**config.mk**
```make
export PLATFORM = sky130hd
export DESIGN_NAME = can_wake_diag
export DESIGN_NICKNAME = d
export VERILOG_FILES = /design/src/verilog/can_diag_pkg.sv /design/src/verilog/fault_diag_if.sv /design/src/verilog/wake_pattern_filter.sv /design/src/verilog/bus_fault_decoder.sv /design/src/verilog/can_wake_diag.sv
export SDC_FILE = /design/constraint.sdc
export NUM_CORES = 1
export LEC_CHECK = 0
export BUFFER_PORTS_ARGS = -buffer_cell sky130_fd_sc_hd__buf_2
export CAP_MARGIN = 20
export CORE_MARGIN = 2
export CORE_UTILIZATION = 36
export CTS_BUF_LIST = sky130_fd_sc_hd__clkbuf_8
export DETAILED_ROUTE_END_ITERATION = 6
export SETUP_SLACK_MARGIN = 0.15
export SLEW_MARGIN = 30
export SYNTH_ARGS = -nofsm -noshare
export SYNTH_HDL_FRONTEND = slang
export SYNTH_SLANG_ARGS = --single-unit
```
**constraint.sdc**
```tcl
create_clock -name pclk -period 2.9 [get_ports pclk]
set_clock_uncertainty 0.15 [all_clocks]
set_input_delay 0.145 -clock pclk [delete_from_list [all_inputs] [get_ports pclk]]
set_output_delay 0.145 -clock pclk [all_outputs]
set_load 0.02 [all_outputs]
```
**src/verilog/can_diag_pkg.sv**
```systemverilog
// Operation
// (RQ1) Sleep wake: regulator on, then host reset released
// (RQ2) Stop wake: interrupt pulse; bus wake sets flag
// (RQ3) Normal/standby sleep-wake: only the wake flag
// (RQ4) Host reads wake flag before low power
// (RQ5) Wake flag holds until transmit-receive mode command
// (RQ6) Ground comparator table decoded per driver phase
// (RQ7) Battery comparator table decoded per driver phase
// (RQ8) Supply comparator table decoded per driver phase
// (RQ9) Recessive only detects; dominant names the line
// (RQ10) Low line faults low register, high high
// (RQ11) Fault bit set; unidentified bit while unnamed
// (RQ12) Identified fault written, unidentified bit cleared
// (RQ13) Five same-fault cycles before identified
// (RQ14) Recessive detection alone raises both flags
// (RQ15) Sample receive pin at receiver rising edge
// (RQ16) Three faulty samples confirm receive stuck
// (RQ17) Stuck: latch error, driver off, flag set
// (RQ18) Driver off until cleared and re-enable written
// (RQ19) Three valid dominant pulses within window wake
// (RQ20) Capture comparators per phase, match phase table
package can_diag_pkg;

  // Register byte offsets
  localparam logic [7:0] CTRL_OFS = 8'h00;
  localparam logic [7:0] CAN_STAT_OFS = 8'h04;
  localparam logic [7:0] LOW_FAULT_OFS = 8'h08;
  localparam logic [7:0] HIGH_FAULT_OFS = 8'h0C;

  // Control register fields
  localparam int SBC_MODE_LSB = 0;
  localparam int CAN_MODE_LSB = 2;
  localparam int REENABLE_BIT = 4;

  // CAN status fields
  localparam int WAKE_BIT = 0;
  localparam int UNIDENT_BIT = 1;
  localparam int FAULT_BIT = 2;
  localparam int DRV_OFF_BIT = 3;

  // Line fault register fields
  localparam int GND_BIT = 0;
  localparam int BAT_BIT = 1;
  localparam int SUP_BIT = 2;
  localparam int RX_STUCK_BIT = 3;

  // Chip operating modes
  typedef enum logic [1:0] {
    SBC_NORMAL = 2'h0,
    SBC_STANDBY = 2'h1,
    SBC_STOP = 2'h2,
    SBC_SLEEP = 2'h3
  } sbc_mode_t;

  // CAN interface modes
  typedef enum logic [1:0] {
    CAN_TRANSMIT_RECEIVE_MODE = 2'h0,
    CAN_SLEEP_WAKE = 2'h1,
    CAN_SLEEP_NOWAKE = 2'h2
  } can_mode_t;

  // Reset values
  localparam logic [1:0] SBC_MODE_RST = 2'h0;
  localparam logic [1:0] CAN_MODE_RST = 2'h0;
  localparam logic [10:0] PIN_SYNC_RST = 11'h2B0; // Idle pin levels, no fault

  // Timing
  localparam int CLK_HZ = 20_000_000;
  localparam int WAKE_MIN_NS = 500;
  localparam int WAKE_MAX_US = 500;
  localparam int WAKE_WIN_US = 1000;
  localparam int WAKE_MIN_CYC = (WAKE_MIN_NS * (CLK_HZ / 1_000_000) + 999) / 1000;
  localparam int WAKE_MAX_CYC = WAKE_MAX_US * (CLK_HZ / 1_000_000);
  localparam int WAKE_WIN_CYC = WAKE_WIN_US * (CLK_HZ / 1_000_000);

  // Counts
  localparam int WAKE_PULSES = 3;
  localparam int IDENT_CYCLES = 5;
  localparam int RX_SAMPLES = 3;

endpackage

```
**src/verilog/fault_diag_if.sv**
```systemverilog
`timescale 1ns/1ps
// Comparator inputs and decoded fault results
interface fault_diag_if;
  logic [5:0] cmp; // {hg, lg, hb, lb, hs, ls} synchronised
  logic drv_dom; // Driver in dominant phase
  logic fault_seen; // Some fault present
  logic unident; // Fault present but not yet named
  logic [2:0] low_fault; // {sup, bat, gnd} on low line
  logic [2:0] high_fault; // {sup, bat, gnd} on high line
  logic ident_stb; // New identification result valid
  modport decoder (input cmp, input drv_dom, output fault_seen, output unident,
    output low_fault, output high_fault, output ident_stb);
  modport owner (output cmp, output drv_dom, input fault_seen, input unident,
    input low_fault, input high_fault, input ident_stb);
endinterface

```
**src/verilog/wake_pattern_filter.sv**
```systemverilog
`timescale 1ns/1ps
// Pattern filter on the wake receiver: three good pulses in a window
module wake_pattern_filter #(
  parameter int MAX_CYC = can_diag_pkg::WAKE_MAX_CYC,
  parameter int WIN_CYC = can_diag_pkg::WAKE_WIN_CYC
) (
  input wire logic pclk,
  input wire logic presetn,
  input wire logic enable,
  input wire logic dom,
  output logic wake_pulse
);
  localparam int CW = 16;
  logic [CW-1:0] width_ff; // Current pulse length
  logic [CW-1:0] gap_ff; // Time since last pulse
  logic [CW-1:0] win_ff; // Time since first pulse
  logic [1:0] count_ff; // Accepted pulses
  logic dom_d_ff; // Previous line level
  logic pulse_end;
  logic good;

  assign pulse_end = dom_d_ff && !dom;
  assign good = (width_ff > CW'(can_diag_pkg::WAKE_MIN_CYC)) && (width_ff < CW'(MAX_CYC));

  // Pulse counter; any bad pulse or timeout restarts the pattern
  always_ff @(posedge pclk or negedge presetn) begin
    if (!presetn) begin
      width_ff <= '0;
      gap_ff <= '0;
      win_ff <= '0;
      count_ff <= '0;
      dom_d_ff <= 1'b0;
      wake_pulse <= 1'b0;
    end else begin
      dom_d_ff <= dom;
      wake_pulse <= 1'b0;
      // Saturating counters avoid wrap in long idle
      if (dom && width_ff != '1) width_ff <= width_ff + 1'b1;
      if (!dom) width_ff <= '0;
      if (!dom && gap_ff != '1) gap_ff <= gap_ff + 1'b1;
      if (dom) gap_ff <= '0;
      if (count_ff != 2'h0 && win_ff != '1) win_ff <= win_ff + 1'b1;
      if (!enable) begin
        count_ff <= '0;
        win_ff <= '0;
      end else if (pulse_end) begin
        if (!good) begin
          count_ff <= '0; // RQ19
          win_ff <= '0;
        end else if (count_ff == 2'(can_diag_pkg::WAKE_PULSES - 1)) begin
          count_ff <= '0;
          win_ff <= '0;
          wake_pulse <= (win_ff < CW'(WIN_CYC)); // RQ19
        end else begin
          count_ff <= count_ff + 1'b1;
        end
      end else if (count_ff != 2'h0 && (gap_ff >= CW'(MAX_CYC) || win_ff >= CW'(WIN_CYC))) begin
        count_ff <= '0; // RQ19
        win_ff <= '0;
      end
    end
  end
endmodule // wake_pattern_filter

```
**src/verilog/bus_fault_decoder.sv**
```systemverilog
`timescale 1ns/1ps
// Per-phase comparator capture and fault identification
module bus_fault_decoder (
  input wire logic pclk,
  input wire logic presetn,
  fault_diag_if.decoder fd
);
  logic [5:0] rec_ff; // Last recessive capture
  logic [5:0] dom_ff; // Last dominant capture
  logic dom_d_ff; // Previous driver phase
  logic [5:0] code_ff; // Fault named in last cycle
  logic [2:0] same_ff; // Consecutive equal cycles
  logic have_dom_ff; // A dominant capture exists
  logic [5:0] code_now;
  logic rec_bad;

  // Recessive table: ground 11, battery 00, supply 00
  assign rec_bad = (rec_ff[5:4] != 2'h3) || (rec_ff[3:2] != 2'h0) || (rec_ff[1:0] != 2'h0); // RQ9

  // Decode one comparator pair against both phase tables
  function automatic logic [1:0] name_pair(input logic [1:0] r, input logic [1:0] d,
                                           input logic gnd);
    name_pair = 2'h0; // {high, low}
    if (gnd) begin
      if (r == 2'h0 && d == 2'h2) name_pair = 2'h1; // RQ6
      if (r == 2'h0 && d == 2'h0) name_pair = 2'h2; // RQ6
    end else begin
      if (r == 2'h3 && d == 2'h3) name_pair = 2'h1; // RQ7 RQ8
      if (r == 2'h3 && d == 2'h2) name_pair = 2'h2; // RQ7 RQ8
    end
  endfunction

  // Code layout {hsup, hbat, hgnd, lsup, lbat, lgnd}
  always_comb begin
    logic [1:0] g;
    logic [1:0] b;
    logic [1:0] s;
    g = name_pair(rec_ff[5:4], dom_ff[5:4], 1'b1); // RQ20
    b = name_pair(rec_ff[3:2], dom_ff[3:2], 1'b0);
    s = name_pair(rec_ff[1:0], dom_ff[1:0], 1'b0);
    code_now = {s[1], b[1], g[1], s[0], b[0], g[0]};
  end

  // Phase capture, separate for each driver state
  always_ff @(posedge pclk or negedge presetn) begin
    if (!presetn) begin
      rec_ff <= 6'h30;
      dom_ff <= 6'h00;
      dom_d_ff <= 1'b0;
      have_dom_ff <= 1'b0;
    end else begin
      dom_d_ff <= fd.drv_dom;
      if (fd.drv_dom) begin
        dom_ff <= fd.cmp; // RQ20
        have_dom_ff <= 1'b1;
      end else begin
        rec_ff <= fd.cmp; // RQ20
      end
    end
  end

  // Cycle evaluation at each dominant-to-recessive end
  always_ff @(posedge pclk or negedge presetn) begin
    if (!presetn) begin
      code_ff <= '0;
      same_ff <= '0;
      fd.ident_stb <= 1'b0;
      fd.low_fault <= '0;
      fd.high_fault <= '0;
    end else begin
      fd.ident_stb <= 1'b0;
      if (dom_d_ff && !fd.drv_dom && have_dom_ff) begin // RQ13
        code_ff <= code_now;
        if (code_now == 6'h00) begin
          same_ff <= '0;
          fd.ident_stb <= 1'b1;
          fd.low_fault <= '0;
          fd.high_fault <= '0;
        end else if (code_now != code_ff) begin
          same_ff <= 3'h1; // RQ13
        end else if (same_ff < 3'(can_diag_pkg::IDENT_CYCLES)) begin
          same_ff <= same_ff + 1'b1;
          if (same_ff == 3'(can_diag_pkg::IDENT_CYCLES - 1)) begin
            fd.ident_stb <= 1'b1; // RQ12
            fd.low_fault <= code_now[2:0]; // RQ10
            fd.high_fault <= code_now[5:3]; // RQ10
          end
        end
      end
    end
  end

  // Flags: recessive evidence alone warns the host
  always_ff @(posedge pclk or negedge presetn) begin
    if (!presetn) begin
      fd.fault_seen <= 1'b0;
      fd.unident <= 1'b0;
    end else begin
      fd.fault_seen <= rec_bad || (code_ff != 6'h00); // RQ11 RQ14
      fd.unident <= (rec_bad || code_ff != 6'h00) &&
                    (same_ff < 3'(can_diag_pkg::IDENT_CYCLES)); // RQ11 RQ12 RQ14
    end
  end
endmodule // bus_fault_decoder

```
**src/verilog/can_wake_diag.sv**
```systemverilog
`timescale 1ns/1ps
// CAN wake reporting and bus fault diagnosis with APB registers
module can_wake_diag #(
  parameter int WAKE_MAX_CYC = can_diag_pkg::WAKE_MAX_CYC,
  parameter int WAKE_WIN_CYC = can_diag_pkg::WAKE_WIN_CYC
) (
  input wire logic pclk,
  input wire logic presetn,
  input wire logic psel,
  input wire logic penable,
  input wire logic pwrite,
  input wire logic [7:0] paddr,
  input wire logic [31:0] pwdata,
  output logic [31:0] prdata,
  output logic pready,
  output logic pslverr,
  input wire logic low_line_ground_cmp,
  input wire logic high_line_ground_cmp,
  input wire logic low_line_battery_cmp,
  input wire logic high_line_battery_cmp,
  input wire logic low_line_supply_cmp,
  input wire logic high_line_supply_cmp,
  input wire logic tx_dom_pin,
  input wire logic diff_rx,
  input wire logic wake_rx,
  input wire logic rx_pin_sense,
  input wire logic other_wake,
  output logic int_pulse,
  output logic regulator_on,
  output logic host_rst_n,
  output logic driver_enable,
  output logic rx_out
);
  // Synchroniser stages: first stage read only by second
  logic [10:0] sync1_ff;
  logic [10:0] sync2_ff;
  logic [5:0] cmp_s;
  logic drv_dom_s;
  logic diff_s;
  logic wake_s;
  logic rxs_s;
  logic other_s;

  // Register state
  logic [1:0] sbc_mode_ff; // Chip operating mode
  logic [1:0] can_mode_ff; // CAN interface mode
  logic bus_wake_flag_ff; // Sticky bus wake event
  logic [2:0] low_line_fault_reg_ff; // Identified low line faults
  logic [3:0] high_line_fault_reg_ff; // High line faults plus stuck flag
  logic receive_stuck_flag_ff; // Latched receive stuck error
  logic [1:0] rx_bad_cnt_ff; // Faulty receive samples
  logic rx_ok_ff; // Last sample was healthy
  logic diff_d_ff; // Previous receiver level
  logic reg_on_d_ff; // Regulator state one cycle ago

  // Bus decode
  logic acc; // Access phase taken this edge
  logic wr;
  logic mapped;
  logic reenable_wr;
  logic mode_wr;
  logic bus_wake;
  logic wake_any;
  logic [1:0] nxt_can_mode;

  fault_diag_if fdi ();

  // Two-flop sync of every pin
  // Reset to idle levels, so no false receiver edge or fault follows reset
  always_ff @(posedge pclk or negedge presetn) begin
    if (!presetn) begin
      sync1_ff <= can_diag_pkg::PIN_SYNC_RST;
      sync2_ff <= can_diag_pkg::PIN_SYNC_RST;
    end else begin
      sync1_ff <= {other_wake, rx_pin_sense, wake_rx, diff_rx, tx_dom_pin,
                   high_line_ground_cmp, low_line_ground_cmp,
                   high_line_battery_cmp, low_line_battery_cmp,
                   high_line_supply_cmp, low_line_supply_cmp};
      sync2_ff <= sync1_ff;
    end
  end

  assign cmp_s = sync2_ff[5:0];
  assign drv_dom_s = sync2_ff[6] && driver_enable;
  assign diff_s = sync2_ff[7];
  assign wake_s = sync2_ff[8];
  assign rxs_s = sync2_ff[9];
  assign other_s = sync2_ff[10];

  assign fdi.cmp = cmp_s;
  assign fdi.drv_dom = drv_dom_s;

  bus_fault_decoder u_dec (
    .pclk(pclk),
    .presetn(presetn),
    .fd(fdi.decoder)
  );

  wake_pattern_filter #(
    .MAX_CYC(WAKE_MAX_CYC),
    .WIN_CYC(WAKE_WIN_CYC)
  ) u_wake (
    .pclk(pclk),
    .presetn(presetn),
    .enable(can_mode_ff == can_diag_pkg::CAN_SLEEP_WAKE),
    .dom(wake_s),
    .wake_pulse(bus_wake)
  );

  // Address decode; answer one cycle into the access phase
  assign acc = psel && penable && pready;
  assign wr = acc && pwrite;
  assign mapped = (paddr == can_diag_pkg::CTRL_OFS) || (paddr == can_diag_pkg::CAN_STAT_OFS) ||
                  (paddr == can_diag_pkg::LOW_FAULT_OFS) || (paddr == can_diag_pkg::HIGH_FAULT_OFS);
  assign mode_wr = wr && (paddr == can_diag_pkg::CTRL_OFS);
  assign reenable_wr = mode_wr && pwdata[can_diag_pkg::REENABLE_BIT];
  assign nxt_can_mode = pwdata[can_diag_pkg::CAN_MODE_LSB +: 2];
  assign wake_any = bus_wake || other_s;

  // Ready and error, both registered
  always_ff @(posedge pclk or negedge presetn) begin
    if (!presetn) begin
      pready <= 1'b0;
      pslverr <= 1'b0;
    end else begin
      pready <= psel && penable && !pready;
      pslverr <= psel && penable && !pready && !mapped;
    end
  end

  // Read data captured as ready rises
  always_ff @(posedge pclk or negedge presetn) begin
    if (!presetn) begin
      prdata <= '0;
    end else if (psel && penable && !pready && !pwrite) begin
      case (paddr)
        can_diag_pkg::CTRL_OFS: prdata <= {28'h0000000, can_mode_ff, sbc_mode_ff};
        can_diag_pkg::CAN_STAT_OFS: prdata <= {28'h0000000, !driver_enable, fdi.fault_seen,
                                               fdi.unident, bus_wake_flag_ff}; // RQ11
        can_diag_pkg::LOW_FAULT_OFS: prdata <= {29'h0, low_line_fault_reg_ff};
        can_diag_pkg::HIGH_FAULT_OFS: prdata <= {28'h0000000, high_line_fault_reg_ff};
        default: prdata <= '0;
      endcase
    end
  end

  // Modes; a wake from sleep returns the chip to normal
  always_ff @(posedge pclk or negedge presetn) begin
    if (!presetn) begin
      sbc_mode_ff <= can_diag_pkg::SBC_MODE_RST;
      can_mode_ff <= can_diag_pkg::CAN_MODE_RST;
    end else begin
      if (mode_wr) begin
        sbc_mode_ff <= pwdata[can_diag_pkg::SBC_MODE_LSB +: 2];
        // Unused code 3 falls back to sleep without wake
        can_mode_ff <= (nxt_can_mode == 2'h3) ? 2'(can_diag_pkg::CAN_SLEEP_NOWAKE) : nxt_can_mode;
      end
      if (wake_any && (sbc_mode_ff == can_diag_pkg::SBC_SLEEP ||
                       sbc_mode_ff == can_diag_pkg::SBC_STOP)) begin
        sbc_mode_ff <= can_diag_pkg::SBC_NORMAL; // RQ1
      end
    end
  end

  // Regulator on first, host reset released two cycles later
  always_ff @(posedge pclk or negedge presetn) begin
    if (!presetn) begin
      regulator_on <= 1'b1;
      reg_on_d_ff <= 1'b1;
      host_rst_n <= 1'b0;
    end else begin
      regulator_on <= (sbc_mode_ff != can_diag_pkg::SBC_SLEEP); // RQ1
      reg_on_d_ff <= regulator_on;
      host_rst_n <= regulator_on && reg_on_d_ff; // RQ1
    end
  end

  // Interrupt pulse only for wakes out of stop
  always_ff @(posedge pclk or negedge presetn) begin
    if (!presetn) begin
      int_pulse <= 1'b0;
    end else begin
      int_pulse <= wake_any && (sbc_mode_ff == can_diag_pkg::SBC_STOP); // RQ2
    end
  end

  // Wake flag; a new wake beats the clearing command
  always_ff @(posedge pclk or negedge presetn) begin
    if (!presetn) begin
      bus_wake_flag_ff <= 1'b0;
    end else if (bus_wake) begin
      bus_wake_flag_ff <= 1'b1; // RQ2 RQ3
    end else if (mode_wr && nxt_can_mode == can_diag_pkg::CAN_TRANSMIT_RECEIVE_MODE) begin
      bus_wake_flag_ff <= 1'b0; // RQ5
    end
  end

  // Line registers follow each identification result
  always_ff @(posedge pclk or negedge presetn) begin
    if (!presetn) begin
      low_line_fault_reg_ff <= '0;
      high_line_fault_reg_ff <= '0;
    end else begin
      if (fdi.ident_stb) begin
        low_line_fault_reg_ff <= fdi.low_fault; // RQ10 RQ12
        high_line_fault_reg_ff[2:0] <= fdi.high_fault; // RQ10 RQ12
      end
      high_line_fault_reg_ff[can_diag_pkg::RX_STUCK_BIT] <= receive_stuck_flag_ff; // RQ17
    end
  end

  // Receive pin check at each receiver low-to-high edge
  always_ff @(posedge pclk or negedge presetn) begin
    if (!presetn) begin
      diff_d_ff <= 1'b1;
      rx_bad_cnt_ff <= '0;
      rx_ok_ff <= 1'b1;
    end else begin
      diff_d_ff <= diff_s;
      if (diff_s && !diff_d_ff) begin // RQ15
        rx_ok_ff <= !rxs_s;
        if (!rxs_s) begin
          rx_bad_cnt_ff <= '0;
        end else if (rx_bad_cnt_ff < 2'(can_diag_pkg::RX_SAMPLES)) begin
          rx_bad_cnt_ff <= rx_bad_cnt_ff + 1'b1; // RQ16
        end
      end
    end
  end

  // Stuck error latch; released only by host after recovery
  always_ff @(posedge pclk or negedge presetn) begin
    if (!presetn) begin
      receive_stuck_flag_ff <= 1'b0;
    end else if (rx_bad_cnt_ff == 2'(can_diag_pkg::RX_SAMPLES)) begin
      receive_stuck_flag_ff <= 1'b1; // RQ16 RQ17
    end else if (reenable_wr && rx_ok_ff) begin
      receive_stuck_flag_ff <= 1'b0; // RQ18
    end
  end

  // Driver follows the error latch and the CAN mode
  always_ff @(posedge pclk or negedge presetn) begin
    if (!presetn) begin
      driver_enable <= 1'b1;
      rx_out <= 1'b1;
    end else begin
      driver_enable <= !receive_stuck_flag_ff && !(rx_bad_cnt_ff == 2'(can_diag_pkg::RX_SAMPLES))
                       && (can_mode_ff == can_diag_pkg::CAN_TRANSMIT_RECEIVE_MODE); // RQ17 RQ18
      rx_out <= diff_s || (can_mode_ff != can_diag_pkg::CAN_TRANSMIT_RECEIVE_MODE);
    end
  end

endmodule // can_wake_diag

```
# Word-level counts from Yosys, hierarchy flattened
# Cells that the tools add are included.
# classes
add_sub_neg	6
mul	0
div_mod_pow	0
order_cmp	7
eq_ne	27
shifts	0
n_mux	51
n_bitwise	0
n_reduce_logical	73
# op_table
operator	count
$mux W16	10
$add A16 B1 Y16 const B	3
$ne A16 B16 Y1 const B	3
$mux W3	11
$logic_and A1 B1 Y1	32
$mux W2	13
$eq A2 B2 Y1 const B	12
$reduce_bool A2 Y1	10
$eq A8 B4 Y1 const B	2
$ge A16 B14 Y1 const B	1
$ge A16 B15 Y1 const B	1
$gt A16 B4 Y1 const B	1
$lt A16 B14 Y1 const B	1
$lt A16 B15 Y1 const B	1
$mux W1	16
$pmux W4 S4	1
$logic_not A1 Y1	10
$logic_or A1 B1 Y1	10
$eq A8 B3 Y1 const B	1
$logic_not A2 Y1	4
$logic_not A8 Y1	1
$logic_not A6 Y1	1
$ne A2 B1 Y1 const B	3
$ne A6 B6 Y1	1
other kinds (12)	15
# word_totals
ff_bits	163
latch_bits	0
mem_bits_rw	0
rom_bits	0
input_bits	56
wordCells	202
memories	0

# Longest topological paths before layout
# Gate-level depths: netlist of the first run.
# depth
depth_word	8
depth_mapped	7
ltp_nobuf	6

# By module
# Synthesis of the first run repeated with hierarchy kept, for this count alone.
# unflattened
cells_unflattened	578
hier_area_um2	6419.9
# by_module_without_submodules
module	instances	cells_each	area_each_um2	seq_area_each_um2
wake_pattern_filter	1	307	2929.1	1301.2
can_wake_diag	1	147	2003.2	1293.7
bus_fault_decoder	1	124	1487.7	803.3

# Least setup slack after synthesis of the first run
# OpenSTA, ideal clock, no wires.
# synth_timing
kind	flip-flop to flip-flop
from	reg u_dec.rec_ff[5]
to	reg u_dec.fd.high_fault[2]
setup_time_ps	80
arrival_time_ps	2239
setup_slack_ps	431
path_stages_with_launch	6
synth_period_minus_slack_ps	2469
cell_sequence	dfstp_2 -> or4b_2 -> xor2_1 -> nand4_1 -> nor4_2 -> mux2i_1
# synth_between
elab_chain_cells	7
elab_cells_between_ends	12
cone_classes	eq/ne (2); mux (3); reduce/logical (7)
# synth_rtl
item	line_no	rtl
start: declaration	bus_fault_decoder.sv:8	logic [5:0] rec_ff;
start signal: assignment	bus_fault_decoder.sv:57	rec_ff <= fd.cmp;
$logic_not A2 Y1 (*)	bus_fault_decoder.sv:25, bus_fault_decoder.sv:26	
$logic_and A1 B1 Y1	bus_fault_decoder.sv:25	if (r == 2'h0 && d == 2'h2) name_pair = 2'h1;
$mux W1	bus_fault_decoder.sv:25	
$mux W2 (*)	bus_fault_decoder.sv:26	if (r == 2'h0 && d == 2'h0) name_pair = 2'h2;
$ne A6 B6 Y1 or $logic_not A6 Y1 (tied branches)	bus_fault_decoder.sv:79, bus_fault_decoder.sv:74	
$ne A2 B1 Y1 (no line) or $reduce_bool A2 Y1 (tied branches)	--	
$reduce_and A4 Y1 (no line)	--	
end signal: assignment	bus_fault_decoder.sv:86	fd.high_fault <= code_now[5:3];
end: declaration	fault_diag_if.sv:12	output low_fault, output high_fault, output ident_stb);
# Mark *: on every way between the ends. The rest lies on a longest branch, timed or not.
# A chain may end at the register's enable or synchronous reset.

# Worst setup path in the final report of the first run
# layout_timing
from	in paddr[1]
to	reg bus_wake_flag_ff
# layout_between
elab_chain_cells	4
# layout_rtl
item	line_no	rtl
start: declaration	can_wake_diag.sv:12	input wire logic [7:0] paddr,
$logic_not A8 Y1	can_wake_diag.sv:115	assign mode_wr = wr && (paddr == can_diag_pkg::CTRL_OFS);
$logic_and A1 B1 Y1	can_wake_diag.sv:115	
$logic_and A1 B1 Y1	can_wake_diag.sv:193	end else if (mode_wr && nxt_can_mode == can_diag_pkg::CAN_TRANSMIT_RECEIVE_MODE) begin
$reduce_bool A2 Y1 (no line)	--	
end signal: assignment	can_wake_diag.sv:190	bus_wake_flag_ff <= 1'b0;
end signal: assignment	can_wake_diag.sv:192	bus_wake_flag_ff <= 1'b1;
end signal: assignment	can_wake_diag.sv:194	bus_wake_flag_ff <= 1'b0;
end: declaration	can_wake_diag.sv:47	logic bus_wake_flag_ff;
# No other way between the ends.

==> impl_metrics.toml, run 1 <==
[grt]
overflow = 0
grt_max_degree = 76
use_met3_pct = 4.23
grt_util_met1_pct = 17.9
grt_antenna_before_repair = 0
use_met2_pct = 21.1
grt-busiest-layer = "met2"
grt_pass1_wl_um = 19900
grt_pass1_vias = 4221
grt_usage_pct = 13.6

[power_and_ir_drop]
power.density_mw_per_mm2 = 617
pwr-share-comb_pct = 14.3
clockPowerShare_pct = 35.7
vdd_ir_drop_max_mv = 0.292
p_leak_nw = 3.06
seqPwrFrac_pct = 50.0
p_sw_share_pct = 29.5
switchingPower_mw = 1.32
p_int_mw = 3.15

[timing]
fin_crit_sh_pct = 88.3
setup_tns_ns = 0
rsz0062_at_grt = "no"
setup_violations = 0
max_clock_freq_mhz = 391
relSlewSlack_pct = 46.1
worstMarginPinSlew_ns = 0.806
period_needed_ns = 2.56
hold_viol_final = 0
slew_violations = 0

[placement]
gp_congestion = 0.810
dpl_cell_area_mm2 = 0.00657
portBuffers = 39
hpwl_um = 7850

[clocking]
cts_buffers = 17
clk_pin_slew_ns = 0.08
root_buffer = "clkbuf_8"
cts-htree-levels = 4
max-clock-path-buffers = 2
worstSkewPairLatency_ns = 0.45
ctsResizeCount = 0
cts_tree = "done"
clock_sinks = 135

[finish]
drive_gt1_share_pct = 18.9
diodes = 0
nets = 707
design_area_mm2 = 0.00724
postLayoutCoreUtil_pct = 43.3
area_growth_pct = 16.7

[routing]
ant_nets = 0
via_per_inst = 4.93
dr.pass1.iters = 5
via_count = 4321
wirelength_um = 11600
wl_per_cell_um = 13.3
drc = 0
drt-initial-drc-count = 258

[critical_path]
r2r_start = "u_wake.gap_ff[7]"
crit_chain = "dlygate4sd3_1 > buf_2 > nor3_1 > dlygate4sd3_1 > buf_4 > nand2_1 > o31ai_1 > dlygate4sd3_1 > nand2b_1"
crit_type = "primary input to register"
path_buf_inv = 5
cp_slowest_stage_delay_ns = 0.59
reg2regPathDepth = 5
crit_top_cell = "dlygate4sd3_1"
r2r-end = "u_wake.win_ff[2]"
critPathRequiredTime_ns = 3.08
cp_max_fo = 7
regToRegSetupSlack_ns = 0.43
endpoint_kind = "register"
startpoint_type = "primary input"
path_delay_family = "buffers and inverters"
cp.arrival_ns = 2.74
slowest_stage = "dlygate4sd3_1"

[synthesis]
async_flop_share_pct = 100
yosys-top-cells-area = "dfrtp_1, dfstp_2, mux2_2, buf_4, xnor2_1"
synthCells = 568
yosysTopAreaCell = "dfrtp_1"
synth_area_per_cell_um2 = 10.9
synth_area_mm2 = 0.00620
yosysWarnings = 0
synth_edf_count = 0
yosysMostFrequentCell = "dfrtp_1"
synth_cell_types = 55
synth_ff_type = "dfrtp_1"
ys_top_cells_by_count = "dfrtp_1, nor2_1, nand2_1"
netlist.area_leader.share_pct = 48.0
ys_ff_latch = 135
synth_seq_area_share_pct = 54.8

[status]
status = "completed"

[floorplan]
die_x_um = 135
start_util_pct = 37.1
ios = 95
row_count = 47
die_area_mm2 = 0.0183
die_h_um = 135
core_area_mm2 = 0.0167

[flow_run]
cap_viol_max_count = 0

[hold_path]
hold_class = "primary input to asynchronous set/reset pin"
## flip-flops by register name, summed over array words and instances, names as in the netlist, 4 cells and up
name	flops
u_wake.gap_ff	16
u_wake.width_ff	16
u_wake.win_ff	16
sync1_ff	11
sync2_ff	11
u_dec.code_ff	6
u_dec.dom_ff	6
u_dec.rec_ff	6
high_line_fault_reg_ff	4
prdata	4
## cell families (layout without fill, tap and decap cells)
group                      Yosys count  in the layout  share of synthesized area (%)
AOI/OAI and AO/OA                   57             57                           6.36
xor gates and xnor gates            41             41                           5.79
adders and majority gates            8              8                           1.61
buffers and inverters               53            114                           5.03
DFF                                135            135                           54.8
muxes                               32             32                           6.18
other                                1             28                         0.0605
and+or+nand+nor                    241            241                           20.2
## power by group through the flow
stage                     Sequential [mW]  Clock, mW  Combinational (mW)
after floorplan                      2.22          0               0.484
after global placement               2.26          0               0.599
after detailed placement             2.27          0               0.618
after CTS                            2.23       1.65               0.647
after global routing                 2.26       1.72               0.722
final                                2.23       1.59               0.640
## worst max path at each step
stage                            start                endpoint  cells after the start
finish                        paddr[1]        bus_wake_flag_ff                      9
global route                  paddr[1]        bus_wake_flag_ff                      9
CTS                 u_wake.width_ff[6]        u_wake.win_ff[5]                      5
detailed placement  u_wake.width_ff[6]        u_wake.win_ff[5]                      5
global placement      u_wake.gap_ff[6]        u_wake.win_ff[2]                      5
floorplan              u_dec.rec_ff[5]  u_dec.fd.high_fault[2]                      5
## metal layers
| metal | up-vias | share of wire (%) |
|---|---|---|
| met5 | - | 0 |
| met4 | 0 | 1.3 |
| met3 | 10 | 4.2 |
| met2 | 100 | 45 |
| met1 | 2099 | 49 |
| li1 | 2112 | - |
## through the flow
stage	cells	power (mW)	hold WS, ns	setup slack (ns)
5_1_grt	876	4.70	0.110	0.238
4_1_cts	876	4.53	0.0679	0.346
3_5_place_dp	819	2.89	0.0108	0.356
3_3_place_gp	819	2.86	0.00531	0.436
2_1_floorplan	595	2.71	-0.301	0.431
6_report	876	4.47	0.0941	0.341
## repair_timing
action / 4_1_cts / 5_1_grt
setup buffers: 0 / 0
hold endpoints to repair: 83 / 0
hold buffers: 25 / 0
## cells in the final DEF (no fill, tap or decap), types with 4 or more instances in the layout
cell type / count
a21oi_1: 9
a22o_1: 4
and2_1: 6
and3_1: 7
and4_1: 7
buf_2: 38
buf_4: 5
clkbuf_8: 18
conb_1: 28
dfrtp_1: 119
dfstp_2: 16
dlygate4sd3_1: 25
ha_1: 8
inv_1: 12
inv_6: 7
mux2_2: 20
mux2i_1: 9
nand2_1: 52
nand2b_1: 7
nand3_1: 26
nand4_1: 16
nor2_1: 53
nor2b_1: 6
nor3_1: 21
nor4_1: 14
o21ai_0: 22
or3_1: 5
or4_1: 5
xnor2_1: 24
xor2_1: 17
## worst register-to-register path, cell delays in order (launching register included)
cell and delay [ns]:
dfrtp_1 0.43, or4_1 0.53, a211o_1 0.36, a2111oi_4 0.49, a211oi_4 0.18, a311oi_1 0.25
## final cells by class
class                      count  area [um2]
fill                        1566        9470
multi-input combinational    407        2600
timing repair buffer          70         509
clock buffer                  18         248
inverter                      12        45.0
tap                          220         275
sequential                   135        3400
clock inverter                14         161
Power figures use the tool's default switching activity.
==> run 2: changes to the inputs <==
--- a/config.mk
+++ b/config.mk
@@ -11,6 +11,7 @@
 export CORE_UTILIZATION = 36
 export CTS_BUF_LIST = sky130_fd_sc_hd__clkbuf_8
 export DETAILED_ROUTE_END_ITERATION = 6
+export PLACE_DENSITY = 0.66
 export SETUP_SLACK_MARGIN = 0.15
 export SLEW_MARGIN = 30
 export SYNTH_ARGS = -nofsm -noshare
==> run 2 against run 1 <==
Against the previous run:
- sequential share of layout area up 0.098 points
- register-to-register slack worse by 0.07 ns
- cell count up 0.11%
- largest power group unchanged
- critical endpoint unchanged
==> impl_metrics.toml, run 2 (synthesis gave the netlist of run 1 again) <==
[status]
status = "completed"

[timing]
fin_ws_ns = 0.308
setup_tns_ns = 0
hold_viol_final = 0
slew_violations = 0
period_needed_ns = 2.59
relSlewSlack_pct = 45.4
max_clock_freq_mhz = 386
worstMarginPinSlew_ns = 0.815
fin_crit_sh_pct = 89.4
rsz0062_at_grt = "no"
setup_violations = 0

[clocking]
postCtsSetupBuffers = 0
cts_buffers = 17
cts-htree-levels = 4
clock_sinks = 135
cts_tree = "done"
max-clock-path-buffers = 2
worstSkewPairLatency_ns = 0.44
postCtsHoldBufs = 24
root_buffer = "clkbuf_8"
clk_pin_slew_ns = 0.07
ctsResizeCount = 0

[critical_path]
endpoint_kind = "register"
critPathRequiredTime_ns = 3.07
regToRegSetupSlack_ns = 0.36
cp_max_fo = 7
crit_type = "primary input to register"
cp.arrival_ns = 2.77
startpoint_type = "primary input"

[grt]
overflow = 0
grt_max_degree = 57
grt_antenna_before_repair = 0
grt_usage_pct = 13.8
grt_pass1_vias = 4242
grt_pass1_wl_um = 20000

[routing]
wl_per_cell_um = 13.4
wirelength_um = 11700
ant_nets = 0
via_per_inst = 4.93
drt-initial-drc-count = 279
drc = 0
dr.pass1.iters = 4
via_count = 4320

[finish]
nets = 708
drive_gt1_share_pct = 18.9
mostFrequentLayoutCells = "dfrtp_1, nor2_1, nand2_1"
diodes = 0
reg_top3 = "u_wake.gap_ff (16), u_wake.width_ff (16), u_wake.win_ff (16)"
mostFrequentLayoutCell = "dfrtp_1"
area_growth_pct = 16.5

[floorplan]
core_area_mm2 = 0.0167
row_count = 47
die_area_mm2 = 0.0183
die_h_um = 135
start_util_pct = 37.1
die_x_um = 135
ios = 95

[hold_path]
hold_class = "primary input to register"

[placement]
portBuffers = 39
gp_congestion = 0.871
dp_slack_ns = 0.326
hpwl_um = 8350

[power_and_ir_drop]
power.density_mw_per_mm2 = 609
vdd_ir_drop_max_mv = 0.264
p_leak_nw = 3.06

[flow_run]
cap_viol_max_count = 0
run 2: routing by layer:
layer / wire length [um] / vias up / track usage (%)
li1: - / 2102 / -
met1: 5440 / 2108 / 17.6
met2: 5680 / 99 / 22.0
met3: 419 / 11 / 3.55
met4: 174 / 0 / 6.54
met5: 0 / - / 0
run 2: per-stage QoR:
stage	hold WS [ns]	area (um2)	cells	util, %	power (mW)
2_1_floorplan	-0.301	6300	595	-	2.71
4_1_cts	0.0161	7210	877	43.2	4.45
6_report	0.0291	7220	877	43.2	4.40
5_1_grt	0.0547	7220	877	43.2	4.64
3_3_place_gp	0.0596	6580	821	39.4	2.86
3_5_place_dp	0.0746	6580	821	39.4	2.90
run 2: worst max-delay path, cell delays in order:
cell and delay [ns]:
dlygate4sd3_1 0.53, buf_2 0.11, nor3_1 0.18, dlygate4sd3_1 0.58, buf_4 0.14, nand2_1 0.19, o31ai_1 0.26, dlygate4sd3_1 0.58
nand2b_1 0.06
run 2: final timing paths:
kind,start,to,depth (start not counted)
setup / recovery,paddr[1],bus_wake_flag_ff,9
hold / removal,paddr[2],prdata[3],5
setup reg to reg,u_wake.gap_ff[6],u_wake.win_ff[2],5
hold reg to reg,sync1_ff[1],sync2_ff[1],0
max in group asynchronous,presetn,sync2_ff[9],3
min in group asynchronous,presetn,u_dec.dom_ff[4],2
run 2: power by group:
| group | switching, mW | internal (mW) | total [mW] |
|---|---|---|---|
| Sequential | 0.166 | 2.07 | 2.24 |
| Combinational | 0.376 | 0.277 | 0.653 |
| Clock | 0.704 | 0.802 | 1.51 |
| Total | 1.25 | 3.15 | 4.40 |
run 2: final cells by class:
| cell class | count | area, um2 |
|---|---|---|
| tap | 220 | 275 |
| clock inverter | 13 | 131 |
| inverter | 12 | 45.0 |
| multi-input combinational | 407 | 2600 |
| sequential | 135 | 3400 |
| timing repair buffer | 71 | 510 |
| fill | 1588 | 9480 |
| clock buffer | 19 | 262 |
